File: src/hw/codec_ctrl_pkg.sv
package codec_ctrl_pkg;
	localparam logic [6:0] IDENTITY_REVISION_OFS = 7'h01;
	localparam logic [6:0] POWER_CONTROL_OFS = 7'h02;
	localparam logic [6:0] FUNCTIONAL_MODE_OFS = 7'h03;
	localparam logic [6:0] INTERFACE_FORMATS_OFS = 7'h04;
	localparam logic [6:0] POINTER_RESET = 7'h01;
	localparam logic POINTER_AUTOINC_RESET = 1'b1;
	localparam int POINTER_AUTOINC_BIT = 7;
	localparam logic [7:0] POWER_CONTROL_RESET = 8'h81;
	localparam logic [7:0] FUNCTIONAL_MODE_RESET = 8'h00;
	localparam logic [7:0] INTERFACE_FORMATS_RESET = 8'h40;
	// part and revision codes are arbitrary
	localparam logic [3:0] PART_CODE = 4'h5;
	localparam logic [3:0] SILICON_REVISION = 4'h2;
	localparam int RCV_PDN_MSB = 7;
	localparam int RCV_PDN_LSB = 6;
	localparam int ADC_PDN_BIT = 5;
	localparam int DAC_PDN_LSB = 1;
	localparam int GLOBAL_PDN_BIT = 0;
	localparam int CONV_SPEED_LSB = 6;
	localparam int AUDIO_SPEED_LSB = 4;
	localparam int ADC_ROUTE_LSB = 2;
	localparam int DAC_DEEMPH_BIT = 1;
	localparam int RCV_DEEMPH_BIT = 0;
	localparam int FORMAT_LSB = 6;
	localparam int ADC_LINE_LSB = 4;
	localparam int DAC_LINE_LSB = 2;
	localparam int AUDIO_RJ_BIT = 1;
	localparam int CONV_RJ_BIT = 0;
	localparam int DAC_PAIRS = 4;
	typedef enum logic [1:0] {
		RATE_NONE = 2'b00,
		RATE_32K = 2'b01,
		RATE_44K1 = 2'b10,
		RATE_48K = 2'b11
	} rate_type;
	typedef enum logic [1:0] {
		ROUTE_CONV_CONV = 2'b00,
		ROUTE_CONV_AUDIO = 2'b01,
		ROUTE_AUDIO = 2'b10,
		ROUTE_RESERVED = 2'b11
	} route_type;
endpackage

File: src/hw/codec_ctrl_if.sv
`timescale 1ns/1ps
interface codec_ctrl_if;
	logic ptr_wr;
	logic reg_wr;
	logic reg_rd;
	logic [7:0] wdata;
	logic [7:0] rdata;
	logic ready;
	modport device (input ptr_wr, input reg_wr, input reg_rd, input wdata,
		output rdata, output ready);
	modport host (output ptr_wr, output reg_wr, output reg_rd, output wdata,
		input rdata, input ready);
endinterface

File: src/hw/codec_ctrl_device.sv
`timescale 1ns/1ps
module codec_ctrl_device
	import codec_ctrl_pkg::*;
(
	input wire logic clk_sys,
	input wire logic resetn,
	input wire logic clk_en,
	codec_ctrl_if.device bus,
	input wire logic force_lock_ctrl,
	input wire logic [1:0] deemph_rate_select,
	input wire codec_ctrl_pkg::rate_type detected_rate,
	input wire logic receiver_emphasis,
	output logic receiver_reset,
	output logic adc_reset,
	output logic [codec_ctrl_pkg::DAC_PAIRS-1:0] dac_pair_reset,
	output logic low_power,
	output logic [1:0] converter_port_speed,
	output logic [1:0] audio_port_speed,
	output logic adc_on_converter_data_out,
	output logic adc_clock_from_audio_port,
	output logic receiver_on_interface_data_out,
	output codec_ctrl_pkg::rate_type dac_filter_rate,
	output codec_ctrl_pkg::rate_type receiver_filter_rate,
	output logic [1:0] interface_format,
	output logic [1:0] adc_single_line_mode,
	output logic [1:0] dac_single_line_mode,
	output logic interface_rj_width,
	output logic converter_rj_width
);
	import codec_ctrl_pkg::*;

	logic pointer_autoinc_reg;
	logic [6:0] pointer_reg;
	logic [7:0] power_control_reg;
	logic [7:0] functional_mode_reg;
	logic [7:0] interface_formats_reg;
	logic [7:0] rdata_reg;
	logic [7:0] read_value;
	logic access;
	route_type route;

	function automatic logic [7:0] read_mux(input logic [6:0] ofs, input logic [7:0] pc,
		input logic [7:0] fm, input logic [7:0] ifm);
		case (ofs)
			IDENTITY_REVISION_OFS: read_mux = {PART_CODE, SILICON_REVISION};
			POWER_CONTROL_OFS: read_mux = pc;
			FUNCTIONAL_MODE_OFS: read_mux = fm;
			INTERFACE_FORMATS_OFS: read_mux = ifm;
			default: read_mux = 8'h00;
		endcase
	endfunction

	function automatic logic [1:0] field2(input logic [7:0] value, input int lsb);
		field2 = value[lsb +: 2];
	endfunction

	assign access = bus.reg_wr || bus.reg_rd;
	assign read_value = read_mux(pointer_reg, power_control_reg, functional_mode_reg,
		interface_formats_reg);
	assign bus.ready = 1'b1;
	assign bus.rdata = rdata_reg;

	// pointer load and advance
	always_ff @(posedge clk_sys or negedge resetn) begin
		if (!resetn) begin
			pointer_autoinc_reg <= POINTER_AUTOINC_RESET;
			pointer_reg <= POINTER_RESET;
		end else if (clk_en) begin
			if (bus.ptr_wr) begin
				pointer_autoinc_reg <= bus.wdata[POINTER_AUTOINC_BIT];
				pointer_reg <= bus.wdata[6:0];
			end else if (access && pointer_autoinc_reg) begin
				pointer_reg <= pointer_reg + 7'h01;
			end
		end
	end

	// register writes; identity register ignores writes
	always_ff @(posedge clk_sys or negedge resetn) begin
		if (!resetn) begin
			power_control_reg <= POWER_CONTROL_RESET;
			functional_mode_reg <= FUNCTIONAL_MODE_RESET;
			interface_formats_reg <= INTERFACE_FORMATS_RESET;
		end else if (clk_en && bus.reg_wr && !bus.ptr_wr) begin
			// a pointer load in the same cycle wins over the write
			case (pointer_reg)
				POWER_CONTROL_OFS: begin
					power_control_reg <= bus.wdata;
				end
				FUNCTIONAL_MODE_OFS: begin
					functional_mode_reg <= bus.wdata;
				end
				INTERFACE_FORMATS_OFS: begin
					interface_formats_reg <= bus.wdata;
				end
				default: ;
			endcase
		end
	end

	// read data captured at the access
	always_ff @(posedge clk_sys or negedge resetn) begin
		if (!resetn)
			rdata_reg <= 8'h00;
		else if (clk_en && bus.reg_rd && !bus.ptr_wr)
			rdata_reg <= read_value;
	end

	// reserved code 10 is treated as held
	always_comb begin
		receiver_reset = 1'b1;
		case (power_control_reg[RCV_PDN_MSB:RCV_PDN_LSB])
			2'b00: receiver_reset = 1'b0;
			2'b01: receiver_reset = 1'b1;
			2'b11: receiver_reset = 1'b1;
			default: receiver_reset = 1'b1;
		endcase
	end
	assign adc_reset = power_control_reg[ADC_PDN_BIT];
	assign low_power = power_control_reg[GLOBAL_PDN_BIT];

	genvar gi;
	generate
		for (gi = 0; gi < DAC_PAIRS; gi++) begin : g_dac
			assign dac_pair_reset[gi] = power_control_reg[DAC_PDN_LSB + gi];
		end
	endgenerate

	assign converter_port_speed = field2(functional_mode_reg, CONV_SPEED_LSB);
	assign audio_port_speed = field2(functional_mode_reg, AUDIO_SPEED_LSB);
	assign route = route_type'(field2(functional_mode_reg, ADC_ROUTE_LSB));

	always_comb begin
		adc_on_converter_data_out = 1'b1;
		adc_clock_from_audio_port = 1'b0;
		receiver_on_interface_data_out = 1'b1;
		case (route)
			ROUTE_CONV_CONV: begin
				adc_on_converter_data_out = 1'b1;
				adc_clock_from_audio_port = 1'b0;
				receiver_on_interface_data_out = 1'b1;
			end
			ROUTE_CONV_AUDIO: begin
				adc_on_converter_data_out = 1'b1;
				adc_clock_from_audio_port = 1'b1;
				receiver_on_interface_data_out = 1'b1;
			end
			ROUTE_AUDIO: begin
				adc_on_converter_data_out = 1'b0;
				adc_clock_from_audio_port = 1'b1;
				receiver_on_interface_data_out = 1'b0;
			end
			// reserved code keeps the power-on routing
			default: begin
				adc_on_converter_data_out = 1'b1;
				adc_clock_from_audio_port = 1'b0;
				receiver_on_interface_data_out = 1'b1;
			end
		endcase
	end

	deemph_select u_dac_deemph (
		.enable(functional_mode_reg[DAC_DEEMPH_BIT]),
		.force_lock_ctrl(force_lock_ctrl),
		.deemph_rate_select(deemph_rate_select),
		.detected_rate(detected_rate),
		.emphasis_flag(1'b1),
		.filter_rate(dac_filter_rate)
	);

	deemph_select u_rcv_deemph (
		.enable(functional_mode_reg[RCV_DEEMPH_BIT]),
		.force_lock_ctrl(force_lock_ctrl),
		.deemph_rate_select(deemph_rate_select),
		.detected_rate(detected_rate),
		.emphasis_flag(receiver_emphasis),
		.filter_rate(receiver_filter_rate)
	);

	assign interface_format = field2(interface_formats_reg, FORMAT_LSB);
	assign adc_single_line_mode = field2(interface_formats_reg, ADC_LINE_LSB);
	assign dac_single_line_mode = field2(interface_formats_reg, DAC_LINE_LSB);
	assign interface_rj_width = interface_formats_reg[AUDIO_RJ_BIT];
	assign converter_rj_width = interface_formats_reg[CONV_RJ_BIT];
endmodule

File: src/hw/deemph_select.sv
`timescale 1ns/1ps
module deemph_select
	import codec_ctrl_pkg::*;
(
	input wire logic enable,
	input wire logic force_lock_ctrl,
	input wire logic [1:0] deemph_rate_select,
	input wire codec_ctrl_pkg::rate_type detected_rate,
	input wire logic emphasis_flag,
	output codec_ctrl_pkg::rate_type filter_rate
);
	import codec_ctrl_pkg::*;

	always_comb begin
		filter_rate = RATE_NONE;
		if (enable && emphasis_flag) begin
			if (force_lock_ctrl)
				filter_rate = rate_type'(deemph_rate_select);
			else
				filter_rate = detected_rate;
		end
	end
endmodule

File: src/flat_wrapper.sv
// flat-port wrapper written by rule: the top's interface ports become plain ports
module codec_ctrl_device_flat import codec_ctrl_pkg::*;
  (clk_sys, resetn, clk_en, force_lock_ctrl, deemph_rate_select, detected_rate, receiver_emphasis, receiver_reset, adc_reset, dac_pair_reset, low_power, converter_port_speed, audio_port_speed, adc_on_converter_data_out, adc_clock_from_audio_port, receiver_on_interface_data_out, dac_filter_rate, receiver_filter_rate, interface_format, adc_single_line_mode, dac_single_line_mode, interface_rj_width, converter_rj_width, bus_ptr_wr, bus_reg_wr, bus_reg_rd, bus_wdata, bus_rdata, bus_ready);
  codec_ctrl_if bus_i ();
  input wire logic clk_sys;
  input wire logic resetn;
  input wire logic clk_en;
  input wire logic force_lock_ctrl;
  input wire logic [1:0] deemph_rate_select;
  input wire codec_ctrl_pkg::rate_type detected_rate;
  input wire logic receiver_emphasis;
  output logic receiver_reset;
  output logic adc_reset;
  output logic [codec_ctrl_pkg::DAC_PAIRS-1:0] dac_pair_reset;
  output logic low_power;
  output logic [1:0] converter_port_speed;
  output logic [1:0] audio_port_speed;
  output logic adc_on_converter_data_out;
  output logic adc_clock_from_audio_port;
  output logic receiver_on_interface_data_out;
  output codec_ctrl_pkg::rate_type dac_filter_rate;
  output codec_ctrl_pkg::rate_type receiver_filter_rate;
  output logic [1:0] interface_format;
  output logic [1:0] adc_single_line_mode;
  output logic [1:0] dac_single_line_mode;
  output logic interface_rj_width;
  output logic converter_rj_width;
  input wire logic [$bits(bus_i.ptr_wr)-1:0] bus_ptr_wr;
  input wire logic [$bits(bus_i.reg_wr)-1:0] bus_reg_wr;
  input wire logic [$bits(bus_i.reg_rd)-1:0] bus_reg_rd;
  input wire logic [$bits(bus_i.wdata)-1:0] bus_wdata;
  output wire logic [$bits(bus_i.rdata)-1:0] bus_rdata;
  output wire logic [$bits(bus_i.ready)-1:0] bus_ready;
  assign bus_i.ptr_wr = bus_ptr_wr;
  assign bus_i.reg_wr = bus_reg_wr;
  assign bus_i.reg_rd = bus_reg_rd;
  assign bus_i.wdata = bus_wdata;
  assign bus_rdata = bus_i.rdata;
  assign bus_ready = bus_i.ready;
  codec_ctrl_device u_core (.clk_sys(clk_sys), .resetn(resetn), .clk_en(clk_en), .bus(bus_i), .force_lock_ctrl(force_lock_ctrl), .deemph_rate_select(deemph_rate_select), .detected_rate(detected_rate), .receiver_emphasis(receiver_emphasis), .receiver_reset(receiver_reset), .adc_reset(adc_reset), .dac_pair_reset(dac_pair_reset), .low_power(low_power), .converter_port_speed(converter_port_speed), .audio_port_speed(audio_port_speed), .adc_on_converter_data_out(adc_on_converter_data_out), .adc_clock_from_audio_port(adc_clock_from_audio_port), .receiver_on_interface_data_out(receiver_on_interface_data_out), .dac_filter_rate(dac_filter_rate), .receiver_filter_rate(receiver_filter_rate), .interface_format(interface_format), .adc_single_line_mode(adc_single_line_mode), .dac_single_line_mode(dac_single_line_mode), .interface_rj_width(interface_rj_width), .converter_rj_width(converter_rj_width));
endmodule
File: config.mk
export PLATFORM = sky130hd
export DESIGN_NAME = codec_ctrl_device_flat
export DESIGN_NICKNAME = d
export VERILOG_FILES = /design/src/hw/codec_ctrl_pkg.sv /design/src/hw/codec_ctrl_if.sv /design/src/hw/codec_ctrl_device.sv /design/src/hw/deemph_select.sv /design/src/flat_wrapper.sv
export SDC_FILE = /design/constraint.sdc
export NUM_CORES = 1
export LEC_CHECK = 0
export BUFFER_PORTS_ARGS = -buffer_cell sky130_fd_sc_hd__buf_2
export CORE_UTILIZATION = 33
export CTS_CLUSTER_SIZE = 14
export DETAILED_ROUTE_END_ITERATION = 7
export PLACE_DENSITY_LB_ADDON = 0.08
export SLEW_MARGIN = 10
export SYNTH_ARGS = -nofsm -noshare
export SYNTH_HDL_FRONTEND = slang
export SYNTH_SLANG_ARGS = --single-unit
File: constraint.sdc
create_clock -name clk_sys -period 1.8 [get_ports clk_sys]
set_input_delay 0.18 -clock clk_sys [delete_from_list [all_inputs] [get_ports clk_sys]]
set_output_delay 0.18 -clock clk_sys [all_outputs]
set_load 0.01 [all_outputs]
Word-level counts from Yosys, hierarchy flattened
Index checks and enable logic that the tools add are counted.

Register bits: 40. Input bits: 20. Output and inout port bits: 35. Logic and storage cells: 38.

Muxes and demuxes: 9. Add/sub/neg operators: 1. Reduce and logical (&&, ||, !) cells: 16. Eq/ne operators: 6.

Operator list (count): case mux 8 bit (4 select lines) (1); equality test 7 x 2 -> 1 bit, second input constant (2); 2-to-1 mux 7 bit (2); AND reduction 2 bit (5); adder 7 x 1 -> 7 bit, second input constant (1); equality test 7 x 1 -> 1 bit, second input constant (1); equality test 7 x 3 -> 1 bit, second input constant (1); logical AND 1 bit (6); 2-to-1 mux 2 bit (3); 2-to-1 mux 1 bit (3); equality test 2 x 1 -> 1 bit, second input constant (1); equality test 2 bit, second input constant (1); zero test 2 bit (1); nonzero test 2 bit (1); OR reduction 2 bit (1); zero test 1 bit (1); logical OR 1 bit (1).

Logic depth before layout (Yosys ltp)
Gate-level depths: netlist of the first run.

Depth after elaboration: 4. Mapped depth: 7. Gate-level depth less buffers: 6.

Modules after synthesis
From an unflattened synthesis of the first run, not the netlist that was laid out.

Cell total of the unflattened synthesis: 193. Area total of the unflattened synthesis: 2153.3 µm².

Modules (own cells, without submodules): codec_ctrl_device (cells each 183, seq. area each 1007.2 µm², area an instance 2090.8 µm², times used 1); deemph_select (cells each 5, seq. area each 0.0 µm², area an instance 31.3 µm², times used 2).

Worst setup path before layout of the first run
OpenSTA, ideal clock, no wires.

Path type: register to register. Start: reg u_core.pointer_reg[0]. End: reg u_core.rdata_reg[1] (netlist: u_core.bus.rdata[1]). Clock period less this slack: 1.696 ns. Setup slack: 0.104 ns. Data required time: 1.679 ns. Arrival time: 1.575 ns. Buffers on the path: 1. Stages on the path, launching flop included: 8. Setup time: 0.121 ns. Cell sequence: dfstp_2 inv_1 ha_1 and2_1 buf_2 o21ai_0 a21oi_1 a22o_1.

Cells in the longest elaborated chain, start to end: 2. Elaborated cells on any way between the ends: 5. Those cells by class: eq/ne: 4; mux: 1.

Ends and longest elaborated chain: start: declaration (line codec_ctrl_device.sv:33) `logic [6:0] pointer_reg;`; start signal: assignment (line codec_ctrl_device.sv:71) `pointer_reg <= bus.wdata[6:0];`; start signal: assignment (line codec_ctrl_device.sv:73) `pointer_reg <= pointer_reg + 7'h01;`; equality test 7 x 3 -> 1 bit, or another cell as far along (line codec_ctrl_device.sv:44) `case (ofs)`; case mux 8 bit (4 select lines) * (line codec_ctrl_device.sv:44); end signal: assignment (line codec_ctrl_device.sv:106) `rdata_reg <= read_value;`; end: declaration (line codec_ctrl_device.sv:37) `logic [7:0] rdata_reg;`.

Mark *: on every way between the ends. The rest lies on a longest branch, timed or not. A chain may end at the register's enable or synchronous reset.

Worst setup path after layout of the first run
Start: reg u_core.pointer_reg[0]. End: reg u_core.rdata_reg[5] (netlist: u_core.bus.rdata[5]).

Same word-level chain as after synthesis.

==> flow_metrics.env, run 1 <==
export IMPL_grt_pass1_vias=1589
export IMPL_p_total_uw=2586
export IMPL_rrSetupSlack_ns=0.10
export IMPL_die_x_um=82.12
export IMPL_multi_input_area_um2=1006
export IMPL_setup_tns_ns=0
export IMPL_initial_core_util=0.3495
export IMPL_grt_max_degree=25
export IMPL_fp_row_count=28
export IMPL_cts_inserted_buffers=5
export IMPL_place_area_um2=2506
export IMPL_grtUsageTotal=0.1719
export IMPL_ys_async_sr_fraction=1.000
export IMPL_ir_worst_vdd_mv=0.3235
export IMPL_layout_area_seq_um2=1007
export IMPL_antenna_found_initial=0
export IMPL_cp_slowest_cell="dfstp_2"
export IMPL_synthCells=190
export IMPL_drt_iter0_markers=63
export IMPL_grt_overflow_total=0
export IMPL_dr_total_vias=1647
export IMPL_reg2reg_from="u_core.pointer_reg[0]"
export IMPL_synthDistinctLibCells=42
export IMPL_hpwl_mm=4.015
export IMPL_ys_warnings_count=0
export IMPL_setup_violations=0
export IMPL_cts_root_buf="clkbuf_8"
export IMPL_clkLatencyLatePin_ns=0.29
export IMPL_worstPathCellList="inv_1, ha_1, o211ai_1, a21o_1, o21ai_0"
export IMPL_drive_gt1_frac=0.4567
export IMPL_gp_congestion=0.7398
export IMPL_maxSlewViolCount=0
export IMPL_clockBufferDepth=2
export IMPL_dieHeight_um=82.12
export IMPL_avgViaCountPerCell=5.006
export IMPL_cts_clk_slew_worst_paths_ns=0.08
export IMPL_power_leakage_uw=0.001340
export IMPL_hold_path_class="primary input to register"
export IMPL_outcome="finished clean"
export IMPL_period_share=0.9429
export IMPL_fill_cells=624
export IMPL_ys_ff_latch=40
export IMPL_dieArea_um2=6744
export IMPL_avgRoutedWirePerCell_um=16.08
export IMPL_reg2regPathDepth=5
export IMPL_worstSetupPathType="register to register"
export IMPL_portBuffers=53
export IMPL_syn_area_per_cell_um2=11.15
export IMPL_drcViolationCount=0
export IMPL_ys_flop_type="dfrtp_1"
export IMPL_p_per_area_nw_per_um2=986.1
export IMPL_period_needed_ns=1.697
export IMPL_maxCapViolCount=0
export IMPL_utilization=0.4327
export IMPL_slowest_delay_ns=0.53
export IMPL_core_um2=6061
export IMPL_cts_sinks=40
export IMPL_antenna_cells=0
export IMPL_drt_antenna_violating_nets=0
export IMPL_postLayoutCellArea_um2=2623
export IMPL_syn_area_um2=2118
export IMPL_path_max_fanout=7
export IMPL_wirelength_mm=5.289
export IMPL_synth_nets=215
export IMPL_startpoint="u_core.pointer_reg[0]"
export IMPL_cts_tree="yes"
export IMPL_skew_ns=0.005643
export IMPL_finalHoldViolCount=0
export IMPL_crit_end="u_core.bus.rdata[5]"
export IMPL_area_delta_synth_final_pct=23.80
export IMPL_htree_num_levels=2
export IMPL_max_freq_mhz=589.2
export IMPL_cp_arrival_ns=1.87
export IMPL_nets=278
export IMPL_grt_pass1_wl_mm=8.431
export IMPL_io_pin_count=55
export IMPL_startpoint_type="register"
export IMPL_drt_pass1_iterations=4
export IMPL_synth_edf_count=0
export IMPL_yosysSeqAreaShare=0.4755
export IMPL_r2r_end="u_core.bus.rdata[5]"
export IMPL_worstSetupEndpointType="register"
export IMPL_cp_required_ns=1.97
export IMPL_rsz0062_at_grt="yes"
==> metrics by stage <==
stage	hold slack (ns)	setup slack (ns)	cells
4_1_cts	0.1668	0.03217	327
5_1_grt	0.1676	-0.003489	329
3_5_place_dp	0.1582	0.04410	318
3_3_place_gp	0.1611	0.07454	318
2_1_floorplan	-0.1156	0.1041	190
6_report	0.1729	0.1028	329
==> report_power, final <==
group | switching, uW | internal, uW | total [uW]
Clock | 302 | 272 | 574
Sequential | 146 | 1070 | 1220
Combinational | 405 | 392 | 797
Total | 853 | 1730 | 2590
==> metal layers <==
| metal | vias to the layer above | global-route usage | wire length (um) |
|---|---|---|---|
| li1 | 811 | - | - |
| met1 | 792 | 0.2355 | 2583 |
| met2 | 38 | 0.2736 | 2427 |
| met3 | 6 | 0.03956 | 228 |
| met4 | 0 | 0.04211 | 50 |
| met5 | - | 0 | 0 |
==> layout make-up <==
cell class	count	area share
flip-flops and latches	40	0.3841
clock buffers	7	0.02910
repair buffers	71	0.1584
inverters	5	0.007156
well taps	75	0.03578
clock inverters	1	0.001908
multi-input cells	130	0.3836
==> logic make-up after synthesis <==
logic type	after synthesis	share of synthesized area
compound gates	46	0.1418
flops	40	0.4755
buf+inv	20	0.05434
fa+ha+maj	5	0.02953
mux	28	0.1471
simple gates	50	0.1500
other cells	1	0.001770
==> worst max-delay path, delay by kind of cell, from the launching register on <==
family,cells,cell delay [ns]
fa+ha+maj,1,0.33
compound gates,3,0.68
flops,1,0.53
buf+inv,1,0.05
==> repair_timing <==
item | CTS | global route
hold endpoints to repair | 13 | 0
setup buffers | 0 | 2
gates resized for setup | 0 | 2
hold buffers | 1 | 0
setup endpoints to repair | 0 | 8
==> synth_stat cells (2+ instances only) <==
| cell | n | area share |
|---|---|---|
| nor2b_1 | 3 | 0.0089 |
| nand2_4 | 2 | 0.011 |
| clkbuf_1 | 2 | 0.0035 |
| mux2i_1 | 3 | 0.014 |
| nand3_1 | 4 | 0.0095 |
| o22ai_1 | 3 | 0.0089 |
| a21oi_1 | 7 | 0.017 |
| o21bai_1 | 2 | 0.0071 |
| nand2_1 | 12 | 0.021 |
| ha_1 | 5 | 0.030 |
| dfstp_2 | 5 | 0.062 |
| nand3b_1 | 2 | 0.0071 |
| a22oi_1 | 6 | 0.021 |
| nor2_1 | 9 | 0.016 |
| mux2_2 | 24 | 0.13 |
| dfrtp_1 | 35 | 0.41 |
| o2bb2ai_1 | 2 | 0.0083 |
| buf_2 | 2 | 0.0047 |
| and3_2 | 2 | 0.0071 |
| a22o_1 | 4 | 0.017 |
| buf_4 | 10 | 0.035 |
| a221oi_1 | 4 | 0.017 |
| and3_1 | 6 | 0.018 |
| inv_1 | 5 | 0.0089 |
| o21ai_0 | 14 | 0.033 |
==> layout by cell type (no fill, tap or decap), drive strengths merged, types with 3 or more instances in the layout <==
master	n
buf	70
dfrtp	35
mux2	25
o21ai	14
nand2	14
nor2	10
and3	8
a21oi	7
clkbuf	7
a22oi	6
inv	5
ha	5
dfstp	5
nand3	4
a22o	4
a221oi	4
mux2i	3
nor2b	3
o22ai	3
==> worst min path at each step <==
stage / end / cells past startpoint / from / slack [ns]
final: u_core.power_control_reg[7] / 2 / bus_wdata[7] / 0.17
after floorplan: u_core.bus.rdata[0] / 0 / resetn / -0.12
after global placement: u_core.pointer_reg[5] / 1 / resetn / 0.16
after detailed placement: u_core.pointer_reg[1] / 1 / resetn / 0.16
after global routing: u_core.power_control_reg[7] / 2 / bus_wdata[7] / 0.17
after CTS: u_core.power_control_reg[7] / 2 / bus_wdata[7] / 0.17
No activity file was read; power rests on OpenSTA's default activity.
==> run 2: changes to the inputs <==
--- a/config.mk
+++ b/config.mk
@@ -6,6 +6,7 @@
 export NUM_CORES = 1
 export LEC_CHECK = 0
 export BUFFER_PORTS_ARGS = -buffer_cell sky130_fd_sc_hd__buf_2
+export CORE_MARGIN = 5
 export CORE_UTILIZATION = 33
 export CTS_CLUSTER_SIZE = 14
 export DETAILED_ROUTE_END_ITERATION = 7
==> run 2 against run 1 <==
  * Final cell count up 2.4%
  * Largest power group unchanged
  * Wire length up 5.2%
  * Clock skew decreased by 0.0013 ns
==> flow_metrics.env, run 2 (synthesis gave the netlist of run 1 again) <==
export IMPL_skew_ns=0.004361
export IMPL_grt_pass1_wl_mm=9.163
export IMPL_min_to="u_core.power_control_reg[7]"
export IMPL_cts_inserted_buffers=5
export IMPL_max_freq_mhz=581.9
export IMPL_core_um2=6314
export IMPL_maxSlewViolCount=0
export IMPL_dr_total_vias=1715
export IMPL_power_leakage_uw=0.001385
export IMPL_worstPathCellList="buf_4, ha_1, and3_1, and3_1, o21bai_1, o2bb2ai_1"
export IMPL_nets=284
export IMPL_avgViaCountPerCell=5.089
export IMPL_drive_gt1_frac=0.4808
export IMPL_drt_iter0_markers=70
export IMPL_internal_power_uw=1773
export IMPL_antenna_found_initial=0
export IMPL_min_path_cells=2
export IMPL_cts_root_buf="clkbuf_8"
export IMPL_dieArea_um2=8122
export IMPL_cts_sinks=40
export IMPL_dieHeight_um=90.12
export IMPL_hold_path_class="primary input to register"
export IMPL_cp_slowest_cell="dfstp_2"
export IMPL_maxCapViolCount=0
export IMPL_antenna_cells=0
export IMPL_power_frac_seq=0.466
export IMPL_power_frac_comb=0.299
export IMPL_cp_arrival_ns=1.90
export IMPL_crit_buf_inv=1
export IMPL_portBuffers=53
export IMPL_initial_core_util=0.3355
export IMPL_hpwl_mm=4.345
export IMPL_p_per_area_nw_per_um2=984.6
export IMPL_rrSetupSlack_ns=0.08
export IMPL_period_share=0.9548
export IMPL_worstSetupEndpointType="register"
export IMPL_htree_num_levels=2
export IMPL_period_needed_ns=1.719
export IMPL_startpoint_type="register"
export IMPL_die_x_um=90.12
export IMPL_slowest_delay_ns=0.55
export IMPL_worstSetupPathType="register to register"
export IMPL_r2r_end="u_core.pointer_reg[6]"
export IMPL_cts_tree="yes"
export IMPL_grt_max_degree=22
export IMPL_power_switching_uw=875.2
export IMPL_avgRoutedWirePerCell_um=16.51
export IMPL_rsz0062_at_grt="yes"
export IMPL_cp_common_cell="and3_1"
export IMPL_grt_overflow_total=0
export IMPL_power_frac_clock=0.235
export IMPL_postLayoutCellArea_um2=2690
export IMPL_drt_antenna_violating_nets=0
export IMPL_final_common_cell="buf_2"
export IMPL_final_cell_mix="buf_2, dfrtp_1, mux2_2"
export IMPL_grt_pass1_vias=1696
export IMPL_p_sw_frac=0.3304
export IMPL_hold_slack_ns=0.1784
export IMPL_fp_row_count=29
export IMPL_cp_required_ns=1.98
export IMPL_finalHoldViolCount=0
export IMPL_area_delta_synth_final_pct=26.99
export IMPL_reg2reg_from="u_core.pointer_reg[0]"
export IMPL_wirelength_mm=5.564
export IMPL_drcViolationCount=0
export IMPL_clockBufferDepth=2
export IMPL_hp_start="bus_wdata[7]"
export IMPL_cts_clk_slew_worst_paths_ns=0.08
export IMPL_grtUsageTotal=0.1397
export IMPL_io_pin_count=55
export IMPL_reg2regPathDepth=6
export IMPL_ir_worst_vdd_mv=0.3362
export IMPL_place_area_um2=2554
export IMPL_path_max_fanout=7
export IMPL_gp_congestion=0.7508
export IMPL_outcome="finished clean"
export IMPL_drt_pass1_iterations=4
export IMPL_setup_violations=0
export IMPL_p_total_uw=2649
export IMPL_cp_top_family="flip-flops"
export IMPL_clkLatencyLatePin_ns=0.29
## run 2: final cells by class
| class | count | area [um^2] |
|---|---|---|
| Fill cell | 654 | 3623 |
| Multi-Input combinational cell | 130 | 1015 |
| Sequential cell | 40 | 1007 |
| Timing Repair Buffer | 77 | 460.4 |
| Tap cell | 77 | 96.34 |
| Clock buffer | 6 | 82.58 |
| Inverter | 5 | 18.77 |
| Clock inverter | 2 | 10.01 |
## run 2: power by group through the flow
stage	registers (uW)	clock network, uW	logic, uW
floorplan	1240	0	448
global placement	1260	0	774
detailed placement	1250	0	781
CTS	1230	643	785
global route	1260	675	892
finish	1230	622	792
## run 2: metal layers
layer  GRT usage  share of wire  up-vias
met5           0              0        -
met4     0.03722          0.011        0
met3     0.03506          0.039        6
met2      0.2268           0.48       36
met1      0.1851           0.47      850
li1            -              -      823
## run 2: how the worst max path moves through the flow
stage	startpoint	endpoint	slack, ns	depth (start not counted)
after floorplan	u_core.pointer_reg[0]	u_core.bus.rdata[1]	0.10	7
after global placement	u_core.pointer_reg[2]	u_core.functional_mode_reg[4]	0.05	4
after detailed placement	u_core.pointer_reg[0]	u_core.bus.rdata[6]	0.05	7
after CTS	u_core.pointer_reg[2]	u_core.functional_mode_reg[4]	0.04	4
after global routing	u_core.pointer_reg[0]	u_core.bus.rdata[1]	-0.005	7
final	u_core.pointer_reg[0]	u_core.pointer_reg[6]	0.08	6
## run 2: repair_timing
action	CTS	global route
buffers inserted	0	2
hold endpoints to repair	6	0
endpoints found under the setup margin	0	24
hold buffers	1	0
resized for setup	0	5
## run 2: per-stage QoR
stage	worst slack, ns	utilization	cells	TNS, ns
4_1_cts	0.04406	0.4207	335	0
5_1_grt	-0.004826	0.4261	337	-0.01415
3_5_place_dp	0.05045	0.4045	326	0
3_3_place_gp	0.05059	0.4045	326	0
6_report	0.08137	0.4261	337	0
2_1_floorplan	0.1041	-	190	0
==> run 3: changes to the inputs <==
--- a/config.mk
+++ b/config.mk
@@ -11,6 +11,7 @@
 export CTS_CLUSTER_SIZE = 14
 export DETAILED_ROUTE_END_ITERATION = 7
 export PLACE_DENSITY_LB_ADDON = 0.08
+export SETUP_SLACK_MARGIN = 0.1
 export SLEW_MARGIN = 10
 export SYNTH_ARGS = -nofsm -noshare
 export SYNTH_HDL_FRONTEND = slang
==> run 3 against run 2 <==
  * Power is 3.2% higher
  * Sequential power hardly changed
  * Clock skew is 0.0020 ns lower
  * Final cell count is 0.89% higher
  * Design area is 4.0% higher
  * Core utilization is 1.7 points higher
  * Count of clock-buffer cells in the layout stayed put
  * Critical path depth stayed put
  * Largest power group unchanged
==> flow_metrics.env, run 3 (synthesis gave the netlist of run 1 again) <==
export IMPL_hold_slack_ns=0.1745
export IMPL_gp_congestion=0.7508
export IMPL_p_per_area_nw_per_um2=976.6
export IMPL_area_delta_synth_final_pct=32.07
export IMPL_drt_pass1_iterations=4
export IMPL_antenna_found_initial=0
export IMPL_antenna_cells=0
export IMPL_grt_pass1_vias=1696
export IMPL_slowest_delay_ns=0.45
export IMPL_rsz0062_at_grt="yes"
export IMPL_finalHoldViolCount=0
export IMPL_ir_worst_vdd_mv=0.3416
export IMPL_clkLatencyLatePin_ns=0.29
export IMPL_min_path_cells=2
export IMPL_power_frac_seq=0.452
export IMPL_cp_slowest_cell="dfrtp_2"
export IMPL_drt_antenna_violating_nets=0
export IMPL_drive_gt1_frac=0.5361
export IMPL_skew_ns=0.002323
export IMPL_grt_overflow_total=0
export IMPL_p_sw_frac=0.3335
export IMPL_cts_clk_slew_worst_paths_ns=0.08
export IMPL_crit_buf_inv=2
export IMPL_cp_arrival_ns=1.83
export IMPL_layout_area_seq_um2=1011
export IMPL_initial_core_util=0.3355
export IMPL_rrSetupSlack_ns=0.15
export IMPL_final_common_cell="buf_2"
export IMPL_wirelength_mm=5.594
export IMPL_grt_pass1_wl_mm=9.190
export IMPL_avgViaCountPerCell=5.100
export IMPL_maxSlewViolCount=0
export IMPL_cts_tree="yes"
export IMPL_drt_iter0_markers=69
export IMPL_internal_power_uw=1821
export IMPL_power_frac_clock=0.228
export IMPL_power_leakage_uw=0.001393
export IMPL_worst_path_stages=6
export IMPL_cts_sinks=40
export IMPL_avgRoutedWirePerCell_um=16.45
export IMPL_fill_cells=646
export IMPL_io_pin_count=55
export IMPL_maxCapViolCount=0
export IMPL_worstPathCellList="buf_12, nor3_4, nor4b_4, buf_6, nand2_4, mux2_2"
export IMPL_power_frac_comb=0.320
export IMPL_portBuffers=53
export IMPL_worstSetupEndpointType="register"
export IMPL_hpwl_mm=4.345
export IMPL_hp_start="bus_wdata[7]"
export IMPL_die_x_um=90.12
export IMPL_outcome="finished clean"
export IMPL_dieHeight_um=90.12
export IMPL_worstSetupPathType="register to register"
export IMPL_setup_tns_ns=0
export IMPL_hold_path_class="primary input to register"
export IMPL_final_cell_mix="buf_2, dfrtp_1, mux2_2"
export IMPL_cts_inserted_buffers=5
export IMPL_reg2reg_from="u_core.pointer_reg[6]"
export IMPL_power_switching_uw=911.1
export IMPL_startpoint_type="register"
export IMPL_cts_root_buf="clkbuf_8"
export IMPL_min_to="u_core.power_control_reg[7]"
export IMPL_period_share=0.9183
export IMPL_setup_violations=0
export IMPL_grt_max_degree=22
export IMPL_fp_row_count=29
export IMPL_clockBufferDepth=2
export IMPL_path_max_fanout=8
export IMPL_dieArea_um2=8122
export IMPL_period_needed_ns=1.653
export IMPL_htree_num_levels=2
export IMPL_drcViolationCount=0
export IMPL_core_um2=6314
export IMPL_nets=287
export IMPL_cp_required_ns=1.98
export IMPL_reg2regPathDepth=6
export IMPL_max_freq_mhz=605.0
export IMPL_r2r_end="u_core.power_control_reg[3]"
export IMPL_cp_top_family="simple AND/OR/NAND/NOR gates"
export IMPL_dr_total_vias=1734
export IMPL_multi_input_area_um2=1076
export IMPL_grtUsageTotal=0.1402
==> run 3: cell count changes in the layout (fill, tap and decap cells not counted), moves of 2 or more <==
| cell | previous run | this run |
|---|---|---|
| a21oi_1 | 7 | 4 |
| a21oi_2 | 0 | 3 |
| buf_6 | 0 | 2 |
| dfrtp_1 | 35 | 32 |
| dfrtp_2 | 0 | 3 |
| ha_1 | 5 | 3 |
==> run 3: worst max-delay path by stage <==
stage	start	endpoint	slack, ns
final	u_core.pointer_reg[6]	u_core.power_control_reg[3]	0.15
after global routing	u_core.pointer_reg[0]	u_core.bus.rdata[2]	0.04
after CTS	u_core.pointer_reg[0]	u_core.bus.rdata[7]	0.11
after detailed placement	u_core.pointer_reg[0]	u_core.bus.rdata[6]	0.05
after global placement	u_core.pointer_reg[2]	u_core.functional_mode_reg[4]	0.05
after floorplan	u_core.pointer_reg[0]	u_core.bus.rdata[1]	0.10
==> run 3: what timing repair did <==
| action | CTS | global route |
|---|---|---|
| resized for setup | 4 | 20 |
| hold buffers | 1 | 0 |
| endpoints found under the setup margin | 27 | 32 |
| pin swaps | 2 | 7 |
| buffers inserted | 1 | 4 |
| endpoints found under the hold margin | 6 | 0 |
==> run 3: per-layer routing <==
layer / global-route usage / up-vias / part of all wire / wire length [um]
met5: 0 / - / 0 / 0
met3: 0.03506 / 6 / 0.056 / 316
met4: 0.03722 / 0 / 0.012 / 65
met2: 0.2268 / 48 / 0.49 / 2756
li1: - / 823 / - / -
met1: 0.1867 / 857 / 0.44 / 2456
==> run 3: stage by stage <==
step	cell area, um^2	total power (uW)	util	worst slack, ns	instances
2_1_floorplan	2118	1691	-	0.1041	190
3_3_place_gp	2554	2030	0.4045	0.05059	326
3_5_place_dp	2554	2032	0.4045	0.05045	326
4_1_cts	2669	2677	0.4227	0.1066	336
5_1_grt	2798	2911	0.4431	0.04076	340
6_report	2798	2732	0.4431	0.1471	340
==> run 3: power by group through the flow <==
stage | Sequential, uW | Clock (uW) | Combinational [uW]
CTS | 1240 | 643 | 796
finish | 1240 | 624 | 873
detailed placement | 1250 | 0 | 781
global route | 1260 | 678 | 972
global placement | 1260 | 0 | 774
floorplan | 1240 | 0 | 448
==> run 3: final cells by class <==
type / instances / share of cell area
inverters: 5 / 0.006708
multi-input cells: 130 / 0.3846
clock inverters: 2 / 0.003578
repair buffers: 80 / 0.1798
well taps: 77 / 0.03444
clock buffers: 6 / 0.02952
flip-flops and latches: 40 / 0.3614
==> run 3: worst register-to-register path, cell delays in order (launching register included) <==
cell,delay [ns]
dfrtp_2,0.45
buf_12,0.14
nor3_4,0.16
nor4b_4,0.23
buf_6,0.16
nand2_4,0.11
mux2_2,0.29
